$ cat config.mk
export PLATFORM = sky130hd
export DESIGN_NAME = twm_master
export DESIGN_NICKNAME = d
export VERILOG_FILES = /design/src/twm_pkg.sv /design/src/twm_master.sv
export SDC_FILE = /design/constraint.sdc
export NUM_CORES = 1
export LEC_CHECK = 0
export BUFFER_PORTS_ARGS = -buffer_cell sky130_fd_sc_hd__buf_2
export CAP_MARGIN = 30
export CORE_MARGIN = 1
export CORE_UTILIZATION = 50
export DETAILED_ROUTE_END_ITERATION = 7
export PLACE_DENSITY = 0.69
export SLEW_MARGIN = 10
export SYNTH_ARGS = -nofsm -noshare
export SYNTH_HDL_FRONTEND = slang
export SYNTH_SLANG_ARGS = --single-unit
$ cat constraint.sdc
create_clock -name clk -period 2.1 [get_ports clk]
set_input_delay 0.105 -clock clk [delete_from_list [all_inputs] [get_ports clk]]
set_output_delay 0.105 -clock clk [all_outputs]
set_load 0.005 [all_outputs]
$ cat src/twm_pkg.sv
// twm_pkg: constants, encodings and state layout of the two-wire bus master.
// assumes a 100 MHz peripheral clock; every consumer names items as twm_pkg::name.
package twm_pkg;
   // clock and time figures
   localparam int          CLK_NS      = 10;
   localparam int          TO_BASE_NS  = 50000;                // shortest inactive-bus time-out
   localparam int          TO_BASE_CYC = TO_BASE_NS / CLK_NS;
   // scl phase arithmetic: the low half is rate + 5 cycles; the high half counts rate + 5 once scl reads high
   localparam logic [8:0]  PHASE_ADD   = 9'h005;
   localparam logic [8:0]  CNT_LAST    = 9'h001;
   localparam logic [3:0]  ACK_BIT     = 4'h8;                 // ninth bit slot of a packet
   localparam logic [3:0]  MSB_BIT     = 4'h7;
   localparam logic [3:0]  BIT_ONE     = 4'h1;
   localparam logic [15:0] IDLE_ONE    = 16'h0001;
   localparam logic [1:0]  TO_OFF      = 2'h0;
   localparam int          FIFO_WIDTH  = 8;
   localparam int          FIFO_DEPTH  = 8;

   typedef enum logic [1:0] {
      BS_UNKNOWN = 2'b00,
      BS_IDLE    = 2'b01,
      BS_BUSY    = 2'b10,
      BS_OWNER   = 2'b11
   } twm_bus_t;

   typedef enum logic [3:0] {
      M_IDLE  = 4'b0000,
      M_WAIT  = 4'b0001,
      M_START = 4'b0010,
      M_LOW   = 4'b0011,
      M_HIGH  = 4'b0100,
      M_HOLD  = 4'b0101,
      M_STOP1 = 4'b0110,
      M_STOP2 = 4'b0111,
      M_STOP3 = 4'b1000,
      M_RS1   = 4'b1001,
      M_RS2   = 4'b1010
   } twm_mst_t;

   typedef struct packed {
      logic write_done;
      logic peer_ack;
      logic stretch;
      logic arb_lost;
      logic bus_fault;
   } twm_flags_t;

   typedef struct packed {
      twm_bus_t   bus;
      twm_mst_t   mst;
      logic [8:0] cnt;
      logic [3:0] bitn;
      logic [7:0] mbyte;
      logic       dir;
      twm_flags_t fl;
      logic       scl_drv;
      logic       sda_drv;
      logic [1:0] scl_sy;
      logic [1:0] sda_sy;
      logic       scl_q;
      logic       sda_q;
      logic [15:0] idle_cnt;
   } twm_state_t;
endpackage : twm_pkg

$ cat src/twm_master.sv
// twm_master: two-wire bus master with rate generator, bus-state tracker, address and
// data byte transmit, plus the byte fifo in front of it.
// assumes external pull-ups on scl/sda; pins are open drain, driven low only.
`timescale 1ns/1ps

// byte fifo between software writes and the transmit engine
module twm_fifo #(
   parameter int W = twm_pkg::FIFO_WIDTH,
   parameter int D = twm_pkg::FIFO_DEPTH
) (
   input  wire logic         clk,      // clock
   input  wire logic         rst,      // sync reset
   input  wire logic         in_valid, // writer has a word
   output logic              in_ready, // room left
   input  wire logic [W-1:0] in_data,  // word written
   output logic              out_valid,// word waiting
   input  wire logic         out_ready,// reader takes it
   output logic [W-1:0]      out_data  // head word
);
   localparam int AW = $clog2(D);
   typedef struct packed {
      logic [AW:0] wp;
      logic [AW:0] rp;
   } twm_fptr_t;
   twm_fptr_t      p_reg;
   twm_fptr_t      p_next;
   logic [W-1:0]   mem [D];
   logic           push;
   logic           pop;

   // extra pointer bit tells full from empty
   assign in_ready  = (p_reg.wp[AW] == p_reg.rp[AW]) || (p_reg.wp[AW-1:0] != p_reg.rp[AW-1:0]);
   assign out_valid = p_reg.wp != p_reg.rp;
   assign out_data  = mem[p_reg.rp[AW-1:0]];
   assign push      = in_valid && in_ready;
   assign pop       = out_valid && out_ready;

   // pointer update
   always_comb
   begin
      p_next = p_reg;
      if (push)
         p_next.wp = p_reg.wp + (AW+1)'(1);
      if (pop)
         p_next.rp = p_reg.rp + (AW+1)'(1);
   end

   // storage has no reset; only written slots are ever read
   always_ff @(posedge clk)
   begin
      if (push)
         mem[p_reg.wp[AW-1:0]] <= in_data;
      if (rst)
         p_reg <= '0;
      else
         p_reg <= p_next;
   end
endmodule : twm_fifo

module twm_master #(
   parameter int TO_CYC = twm_pkg::TO_BASE_CYC  // shortest inactivity time-out in cycles
) (
   input  wire logic       clk,                  // 100 MHz clock
   input  wire logic       rst,                  // sync reset, active high
   input  wire logic       master_enable,        // master on
   input  wire logic [7:0] master_rate_reg,      // baud divisor
   input  wire logic [1:0] timeout_sel,          // 0 off, 1/2/3 = x1/x2/x4
   input  wire logic       bus_state_wr,         // write strobe for state field
   input  wire logic [1:0] bus_state_wdata,      // value written
   input  wire logic       target_wr,            // write strobe for target
   input  wire logic [7:0] master_target_reg,    // address and direction
   input  wire logic       cmd_stop,             // stop command pulse
   input  wire logic       flags_clr,            // clear master flags pulse
   input  wire logic       byte_valid,           // data byte offered
   output logic            byte_ready,           // fifo has room
   input  wire logic [7:0] byte_data,            // data byte
   output logic [7:0]      master_byte_reg,      // byte in flight
   output logic [1:0]      bus_condition_field,  // bus state
   output logic            write_done_flag,      // write done
   output logic            peer_ack_flag,        // 1 = nack seen
   output logic            scl_stretch_flag,     // scl held
   output logic            arbitration_lost_flag,// arbitration lost
   output logic            bus_fault_flag,       // bus error
   input  wire logic       scl_i,                // scl level
   output logic            scl_o,                // scl drive value
   output logic            scl_oe_n,             // low = pull scl
   input  wire logic       sda_i,                // sda level
   output logic            sda_o,                // sda drive value
   output logic            sda_oe_n              // low = pull sda
);
   twm_pkg::twm_state_t s_reg;
   twm_pkg::twm_state_t s_next;
   logic        en;
   logic        scl_s;
   logic        sda_s;
   logic        start_det;
   logic        stop_det;
   logic        cnt_done;
   logic [8:0]  ph;
   logic [15:0] to_lim;
   logic        to_hit;
   logic        arb_hit;
   logic        err;
   logic        lost;
   logic        ack_end;
   logic        pop;
   logic        f_valid;
   logic [7:0]  f_data;

   twm_fifo #(
      .W (twm_pkg::FIFO_WIDTH),
      .D (twm_pkg::FIFO_DEPTH)
   ) u_fifo (
      .clk       (clk),
      .rst       (rst),
      .in_valid  (byte_valid),
      .in_ready  (byte_ready),
      .in_data   (byte_data),
      .out_valid (f_valid),
      .out_ready (pop),
      .out_data  (f_data)
   );

   // condition detectors on the synchronised lines
   assign en        = master_enable;
   assign scl_s     = s_reg.scl_sy[1];
   assign sda_s     = s_reg.sda_sy[1];
   assign start_det = scl_s && s_reg.scl_q && s_reg.sda_q && !sda_s;
   assign stop_det  = scl_s && s_reg.scl_q && !s_reg.sda_q && sda_s;
   assign ph        = {1'b0, master_rate_reg} + twm_pkg::PHASE_ADD;
   assign cnt_done  = s_reg.cnt == twm_pkg::CNT_LAST;
   assign to_lim    = 16'(TO_CYC << (timeout_sel - 2'h1));
   assign to_hit    = timeout_sel != twm_pkg::TO_OFF && s_reg.idle_cnt >= to_lim;
   // released sda read low at bit end means another master won
   assign arb_hit   = s_reg.mst == twm_pkg::M_HIGH && scl_s && cnt_done
                      && s_reg.bitn != twm_pkg::ACK_BIT && !s_reg.sda_drv && !sda_s;
   // start or stop in the middle of a byte is a bus error
   assign err       = (s_reg.mst == twm_pkg::M_LOW || s_reg.mst == twm_pkg::M_HIGH)
                      && (start_det || stop_det);
   assign lost      = en && (arb_hit || err);
   assign ack_end   = en && !err && s_reg.mst == twm_pkg::M_HIGH && scl_s && cnt_done
                      && s_reg.bitn == twm_pkg::ACK_BIT;
   assign pop       = en && s_reg.mst == twm_pkg::M_HOLD && !s_reg.dir && !target_wr
                      && !cmd_stop && f_valid;

   // next state: flag clears first so a set in the same cycle wins
   always_comb
   begin
      s_next = s_reg;
      s_next.scl_sy = {s_reg.scl_sy[0], scl_i};
      s_next.sda_sy = {s_reg.sda_sy[0], sda_i};
      s_next.scl_q  = scl_s;
      s_next.sda_q  = sda_s;
      // inactivity counter restarts on any line movement and while disabled, so a fresh enable starts unknown
      if (!en || scl_s != s_reg.scl_q || sda_s != s_reg.sda_q)
         s_next.idle_cnt = '0;
      else if (!to_hit)
         s_next.idle_cnt = s_reg.idle_cnt + twm_pkg::IDLE_ONE;
      if (flags_clr)
      begin
         s_next.fl.write_done = 1'b0;
         s_next.fl.arb_lost   = 1'b0;
         s_next.fl.bus_fault  = 1'b0;
      end
      case (s_reg.mst)
         twm_pkg::M_IDLE:
            if (target_wr)
            begin
               s_next.mbyte         = master_target_reg;
               s_next.dir           = master_target_reg[0];
               s_next.fl.write_done = 1'b0;
               s_next.fl.arb_lost   = 1'b0;
               s_next.fl.bus_fault  = 1'b0;
               s_next.cnt           = ph;
               s_next.mst = (s_reg.bus == twm_pkg::BS_IDLE) ? twm_pkg::M_START : twm_pkg::M_WAIT;
            end
         twm_pkg::M_WAIT:
            if (s_reg.bus == twm_pkg::BS_IDLE)
            begin
               s_next.mst = twm_pkg::M_START;
               s_next.cnt = ph;
            end
         twm_pkg::M_START:
         begin
            s_next.sda_drv = 1'b1;
            s_next.cnt     = s_reg.cnt - twm_pkg::CNT_LAST;
            if (cnt_done)
            begin
               s_next.mst     = twm_pkg::M_LOW;
               s_next.scl_drv = 1'b1;
               s_next.bitn    = '0;
               s_next.cnt     = ph;
            end
         end
         twm_pkg::M_LOW:
         begin
            s_next.scl_drv = 1'b1;
            // sda moves only once scl reads low, so no false start or stop
            if (!scl_s)
               s_next.sda_drv = (s_reg.bitn == twm_pkg::ACK_BIT) ? 1'b0
                                : !s_reg.mbyte[3'(twm_pkg::MSB_BIT - s_reg.bitn)];
            s_next.cnt = s_reg.cnt - twm_pkg::CNT_LAST;
            if (cnt_done)
            begin
               s_next.mst     = twm_pkg::M_HIGH;
               s_next.scl_drv = 1'b0;
               s_next.cnt     = ph;
            end
         end
         twm_pkg::M_HIGH:
            // a slave stretching scl also pauses the high count
            if (scl_s)
            begin
               s_next.cnt = s_reg.cnt - twm_pkg::CNT_LAST;
               if (cnt_done && s_reg.bitn == twm_pkg::ACK_BIT)
               begin
                  s_next.mst        = twm_pkg::M_HOLD;
                  s_next.scl_drv    = 1'b1;
                  s_next.fl.stretch = 1'b1;
                  s_next.fl.peer_ack = sda_s;
                  if (!s_reg.dir || sda_s)
                     s_next.fl.write_done = 1'b1;
               end
               else if (cnt_done)
               begin
                  s_next.mst     = twm_pkg::M_LOW;
                  s_next.scl_drv = 1'b1;
                  s_next.bitn    = s_reg.bitn + twm_pkg::BIT_ONE;
                  s_next.cnt     = ph;
               end
            end
         twm_pkg::M_HOLD:
         begin
            s_next.scl_drv = 1'b1;
            if (target_wr)
            begin
               s_next.mbyte         = master_target_reg;
               s_next.dir           = master_target_reg[0];
               s_next.fl.write_done = 1'b0;
               s_next.fl.stretch    = 1'b0;
               s_next.sda_drv       = 1'b0;
               s_next.mst           = twm_pkg::M_RS1;
               s_next.cnt           = ph;
            end
            else if (cmd_stop)
            begin
               s_next.fl.stretch = 1'b0;
               s_next.sda_drv    = 1'b1;
               s_next.mst        = twm_pkg::M_STOP1;
               s_next.cnt        = ph;
            end
            else if (pop)
            begin
               s_next.mbyte         = f_data;
               s_next.fl.write_done = 1'b0;
               s_next.fl.stretch    = 1'b0;
               s_next.bitn          = '0;
               s_next.mst           = twm_pkg::M_LOW;
               s_next.cnt           = ph;
            end
         end
         twm_pkg::M_STOP1, twm_pkg::M_RS1:
         begin
            s_next.cnt = s_reg.cnt - twm_pkg::CNT_LAST;
            if (cnt_done)
            begin
               s_next.scl_drv = 1'b0;
               s_next.cnt     = ph;
               s_next.mst = (s_reg.mst == twm_pkg::M_RS1) ? twm_pkg::M_RS2 : twm_pkg::M_STOP2;
            end
         end
         twm_pkg::M_STOP2, twm_pkg::M_RS2:
            if (scl_s)
            begin
               s_next.cnt = s_reg.cnt - twm_pkg::CNT_LAST;
               if (cnt_done)
               begin
                  s_next.cnt     = ph;
                  s_next.sda_drv = 1'b0;                          // releasing sda makes the stop; in M_RS2 sda is already released for the repeated start
                  s_next.mst = (s_reg.mst == twm_pkg::M_RS2) ? twm_pkg::M_START : twm_pkg::M_STOP3;
               end
            end
         twm_pkg::M_STOP3:
         begin
            s_next.cnt = s_reg.cnt - twm_pkg::CNT_LAST;
            if (cnt_done)
               s_next.mst = twm_pkg::M_IDLE;
         end
         default:
            s_next.mst = twm_pkg::M_IDLE;
      endcase
      // lost arbitration or bus error drops the bus at once
      if (lost)
      begin
         s_next.fl.write_done = 1'b1;
         s_next.fl.arb_lost   = 1'b1;
         s_next.fl.bus_fault  = err || s_reg.fl.bus_fault;
         s_next.fl.stretch    = 1'b0;
         s_next.scl_drv       = 1'b0;
         s_next.sda_drv       = 1'b0;
         s_next.mst           = twm_pkg::M_IDLE;
      end
      // bus state tracker
      if (!en)
      begin
         s_next.bus     = twm_pkg::BS_UNKNOWN;
         s_next.mst     = twm_pkg::M_IDLE;
         s_next.scl_drv = 1'b0;
         s_next.sda_drv = 1'b0;
         s_next.fl.stretch = 1'b0;
      end
      else if (bus_state_wr && bus_state_wdata == twm_pkg::BS_IDLE)
         s_next.bus = twm_pkg::BS_IDLE;
      else if (lost)
         s_next.bus = twm_pkg::BS_BUSY;
      else if (stop_det)
         s_next.bus = twm_pkg::BS_IDLE;
      else if (to_hit && (s_reg.bus == twm_pkg::BS_UNKNOWN || s_reg.bus == twm_pkg::BS_BUSY))
         s_next.bus = twm_pkg::BS_IDLE;
      else if (start_det && s_reg.mst == twm_pkg::M_START)
         s_next.bus = twm_pkg::BS_OWNER;
      else if (start_det && s_reg.bus == twm_pkg::BS_IDLE)
         s_next.bus = twm_pkg::BS_BUSY;
   end

   // single state register; reset leaves the bus unknown
   always_ff @(posedge clk)
   begin
      if (rst)
         s_reg <= '0;
      else
         s_reg <= s_next;
   end

   // outputs straight from the state register; scl_o and sda_o are tied low
   assign bus_condition_field   = s_reg.bus;
   assign master_byte_reg       = s_reg.mbyte;
   assign write_done_flag       = s_reg.fl.write_done;
   assign peer_ack_flag         = s_reg.fl.peer_ack;
   assign scl_stretch_flag      = s_reg.fl.stretch;
   assign arbitration_lost_flag = s_reg.fl.arb_lost;
   assign bus_fault_flag        = s_reg.fl.bus_fault;
   assign scl_o                 = 1'b0;
   assign sda_o                 = 1'b0;
   assign scl_oe_n              = !s_reg.scl_drv;
   assign sda_oe_n              = !s_reg.sda_drv;
endmodule : twm_master

==> out/summary.log <==
[power_and_ir_drop] power density relative to cell area 776 nW/um^2
[run_status] status complete, but fails checks
[sta] crit path setup slack, layout -0.111 ns
[sta] Worst Tran Pin Value 0.529 ns
[clock_tree] deepest level of the CTS H-tree 4
[final_layout] number of nets in the finished design 825
[final_layout] area of the multi-input gates 3430 um^2
[die] number of placement rows 42
[hold_path] Hold Path Class input pin to flip-flop
[synth] predominant post-synthesis flop cell sky130_fd_sc_hd__dfxtp_1
[global_routing] global router's overall resource usage 0.241
[global_routing] first-pass GRT wire length 26.5 mm
[synth] leading cell types by total area after synthesis sky130_fd_sc_hd__edfxtp_1 (28%), sky130_fd_sc_hd__dfxtp_1 (20%), sky130_fd_sc_hd__mux4_2 (5.9%)
[setup_path] maximum fanout along the worst path 6
[sta] worst clock skew on the final layout 0.00742 ns
[setup_path] Crit path required time 2.45 ns
[drt] DRT iter0 DRCs 379
[die] number of ports placed on the die boundary 58
[synth] number of cells produced by synthesis 644
[synth] post-synthesis share of cell area spent on xor and xnor gates 0.0281
[synth] Simple-Gate Fraction of Synth Area 0.171
[synth] compound-cell area share of the yosys netlist 0.130
[final_layout] number of inserted filler cells in the final layout 1007
[power_and_ir_drop] total power draw 6.72 mW
[global_routing] total global routing overflow 0
[clock_tree] TritonCTS clock tree yes
[clock_tree] Root Buffer Master sky130_fd_sc_hd__clkbuf_16
[synth] distinct cell type count of the synthesized netlist 76
[final_layout] Post-Route Utilization 0.652
[synth] share of the yosys chip area belonging to registers 0.479
[synth] async set or reset register ratio after synthesis 0
[synth] adder-cell share of the synthesized area 0.0493
[synth] proportion of synthesized area in mux cells 0.0899
[synth] Mapped Avg Cell Area 10.7 um^2
[global_routing] largest net degree at the start of global routing 42
[drt] post-DR wirelength/cell 17.4 um
[power_and_ir_drop] Static Leakage 3.30 nW
[synth] cell type with the highest aggregate area in the netlist sky130_fd_sc_hd__edfxtp_1
[global_routing] via count of the first global-routing pass 5319
[final_layout] area of all sequential standard cells 3290 um^2
[die] die boundary height 119 um
[drt] wire length reported by the detailed router 16.6 mm
[setup_path] type of destination of the critical path flip-flop
[synth] Cell Area, Synth 6860 um^2
[run_status] violated checks setup timing
[hold_path] worst hold start bus_state_wdata[1]
[synth] largest family of logic cells by synthesized area simple AND/OR/NAND/NOR gates
[synth] area share of the leading cell type in the synthesized netlist 0.280
[clock_tree] clock latency reported for the late side of the worst-skew pair 0.42 ns
[drt] Remaining DRCs 0
[sta] achievable clock frequency 0.452 GHz
[place] Post-Place Cells 899
[final_layout] filler-free cell count of the finished design 949
[drt] ANT nets after route 0
[sta] number of endpoints failing setup at the final stage 7
[final_layout] number of flip-flops under the largest register name 64
[global_routing] number of antenna violations at the first check in global routing 0
[drt] Detailed Routing Iterations Pass 1 5
[final_layout] Inserted Diodes 0
[clock_tree] TritonCTS Buffers 17
[die] total core area 13300 um^2
[synth] number of enable flip-flop cells after synthesis 64
[clock_tree] buffers from clock root to sink, at most 2
[setup_path] Critical path origin s_reg[3]$_SDFFE_PP0N_
[sta] final max-slew violation count 0
[setup_path] startpoint of the worst register-to-register path s_reg[3]$_SDFFE_PP0N_
[setup_path] type of the worst setup path flip-flop to flip-flop
[power_and_ir_drop] worst vdd rail ir drop 0.00121 V
[sta] Slew Limit Headroom 0.646
[final_layout] Area Overhead vs Synth 26.3%
[sta] setup total negative slack -0.588 ns
[place] half-perimeter wire length after detailed placement 11.4 mm
[synth] number of warnings issued by yosys 0
[sta] unrepaired setup endpoints after global routing yes
[drt] vias after detailed routing 5506
[sta] share of the clock period used by the worst path 1.05
[setup_path] kind of start point of the critical path flip-flop
[final_layout] share of final-layout standard cells stronger than drive strength 1 0.314
[clock_tree] clock transition at the register clock pins on the worst setup and hold paths after CTS 0.06 ns
[flow_run] maximum capacitance violations 0
[place] gpl congestion 0.871
[die] die area 14200 um^2
[die] floorplan die width 119 um
[drt] Vias per Instance 5.80
[place] count of input and output buffers 55
[setup_path] arrival time at the worst endpoint 2.56 ns
[sta] hold violation count in the final report 0
[die] initial core utilization 0.516
[synth] flip-flop and latch count after synthesis 132
[sta] final worst path period need 2.21 ns
[clock_tree] number of clock sinks 132
-- final cells by class --
class,count,area share
timing repair buffer,144,0.116
inverter,24,0.0104
clock buffer,17,0.0491
tap,176,0.0254
multi-input combinational,441,0.395
sequential,132,0.379
clock inverter,15,0.0241
-- cells by family (layout without fill, tap and decap cells) --
logic type | after synthesis | in the layout
AO/OA/AOI/OAI | 130 | 130
XOR/XNOR | 22 | 22
adder cells (fa/ha/maj) | 27 | 27
buffers and inverters | 73 | 200
flip-flops | 132 | 132
multiplexers | 38 | 38
other | 1 | 2
AND/OR/NAND/NOR | 221 | 222
-- cells in the mapped netlist, types with 4 or more instances --
library cell               instances
sky130_fd_sc_hd__a211oi_1          7
sky130_fd_sc_hd__a211oi_2          5
sky130_fd_sc_hd__a21oi_1          32
sky130_fd_sc_hd__a221oi_1          9
sky130_fd_sc_hd__a31oi_1           4
sky130_fd_sc_hd__and2_1            5
sky130_fd_sc_hd__and3_1            8
sky130_fd_sc_hd__and4_1            5
sky130_fd_sc_hd__buf_2            10
sky130_fd_sc_hd__buf_4            15
sky130_fd_sc_hd__clkbuf_1         21
sky130_fd_sc_hd__dfxtp_1          68
sky130_fd_sc_hd__edfxtp_1         64
sky130_fd_sc_hd__ha_1             27
sky130_fd_sc_hd__inv_1            24
sky130_fd_sc_hd__mux2_2            9
sky130_fd_sc_hd__mux2i_1          11
sky130_fd_sc_hd__mux4_2           18
sky130_fd_sc_hd__nand2_1          37
sky130_fd_sc_hd__nand2b_1         13
sky130_fd_sc_hd__nand3_1          18
sky130_fd_sc_hd__nor2_1           64
sky130_fd_sc_hd__nor2b_1          10
sky130_fd_sc_hd__nor3_1           16
sky130_fd_sc_hd__nor4_1            5
sky130_fd_sc_hd__o21ai_0          17
sky130_fd_sc_hd__o21ai_1          14
sky130_fd_sc_hd__o31ai_1           8
sky130_fd_sc_hd__or3_1             9
sky130_fd_sc_hd__or4_1             6
sky130_fd_sc_hd__xnor2_1          15
sky130_fd_sc_hd__xor2_1            7
-- through the flow --
stage	setup slack (ns)	hold slack (ns)	area (um^2)
2_1_floorplan	-0.00357	0.204	6880
3_3_place_gp	-0.203	0.332	7670
3_5_place_dp	-0.287	0.373	7670
4_1_cts	-0.0488	0.00320	8480
5_1_grt	-0.262	0.0377	8670
6_report	-0.111	0.0353	8670
-- worst max-delay path, cell delays in order, from the launching register on --
cell                       delay, ns
sky130_fd_sc_hd__dfxtp_2        0.34
sky130_fd_sc_hd__ha_4           0.23
sky130_fd_sc_hd__o211ai_1       0.19
sky130_fd_sc_hd__a211oi_2       0.11
sky130_fd_sc_hd__o311ai_2       0.35
sky130_fd_sc_hd__nand3_2        0.15
sky130_fd_sc_hd__buf_6          0.16
sky130_fd_sc_hd__or4_4          0.50
sky130_fd_sc_hd__a21oi_2        0.12
-- worst paths after layout --
path                                                       endpoint  slack [ns]  cells past startpoint
worst min-delay path            bus_condition_field[0]$_SDFFE_PP0P_        0.04                      4
worst min register to register                s_next[16]$_SDFF_PP0_        0.45                      1
worst max-delay path                          s_reg[6]$_SDFFE_PP0N_       -0.11                      8
worst max register to register                s_reg[6]$_SDFFE_PP0N_       -0.11                      8
-- cells in the final DEF, fill, tap and decap left out, types with 11 or more instances in the layout --
cell type,Yosys,routed
sky130_fd_sc_hd__buf_4,15,73
sky130_fd_sc_hd__dfxtp_1,68,64
sky130_fd_sc_hd__edfxtp_1,64,64
sky130_fd_sc_hd__nor2_1,64,63
sky130_fd_sc_hd__buf_2,10,55
sky130_fd_sc_hd__nand2_1,37,36
sky130_fd_sc_hd__a21oi_1,32,27
sky130_fd_sc_hd__ha_1,27,24
sky130_fd_sc_hd__inv_1,24,23
sky130_fd_sc_hd__mux4_2,18,18
sky130_fd_sc_hd__o21ai_1,14,17
sky130_fd_sc_hd__clkbuf_16,0,17
sky130_fd_sc_hd__nand3_1,18,16
sky130_fd_sc_hd__xnor2_1,15,15
sky130_fd_sc_hd__nor3_1,16,14
sky130_fd_sc_hd__o21ai_0,17,14
sky130_fd_sc_hd__nand2b_1,13,13
sky130_fd_sc_hd__dlygate4sd3_1,0,12
sky130_fd_sc_hd__mux2i_1,11,11
-- metal layers --
metal	track usage	vias up	wire length, um	share of wire
met5	0	-	0	0
met4	0.0870	0	342	0.021
met3	0.0565	29	970	0.059
met2	0.411	177	8260	0.50
met1	0.297	2682	6990	0.42
li1	-	2618	-	-
-- power by group --
group | internal, mW | switching (mW)
combinational | 0.328 | 0.382
sequential | 2.78 | 0.0605
clock | 1.93 | 1.24
-- repair_timing --
| item | in CTS | in global routing |
|---|---|---|
| setup endpoints to repair | 15 | 43 |
| pin swaps | 6 | 17 |
| hold endpoints to repair | 68 | 0 |
| hold buffers | 12 | 0 |
| setup buffers | 0 | 4 |
| resized for setup | 10 | 31 |
| gates cloned | 1 | 1 |
No activity file was read; power rests on OpenSTA's default activity.
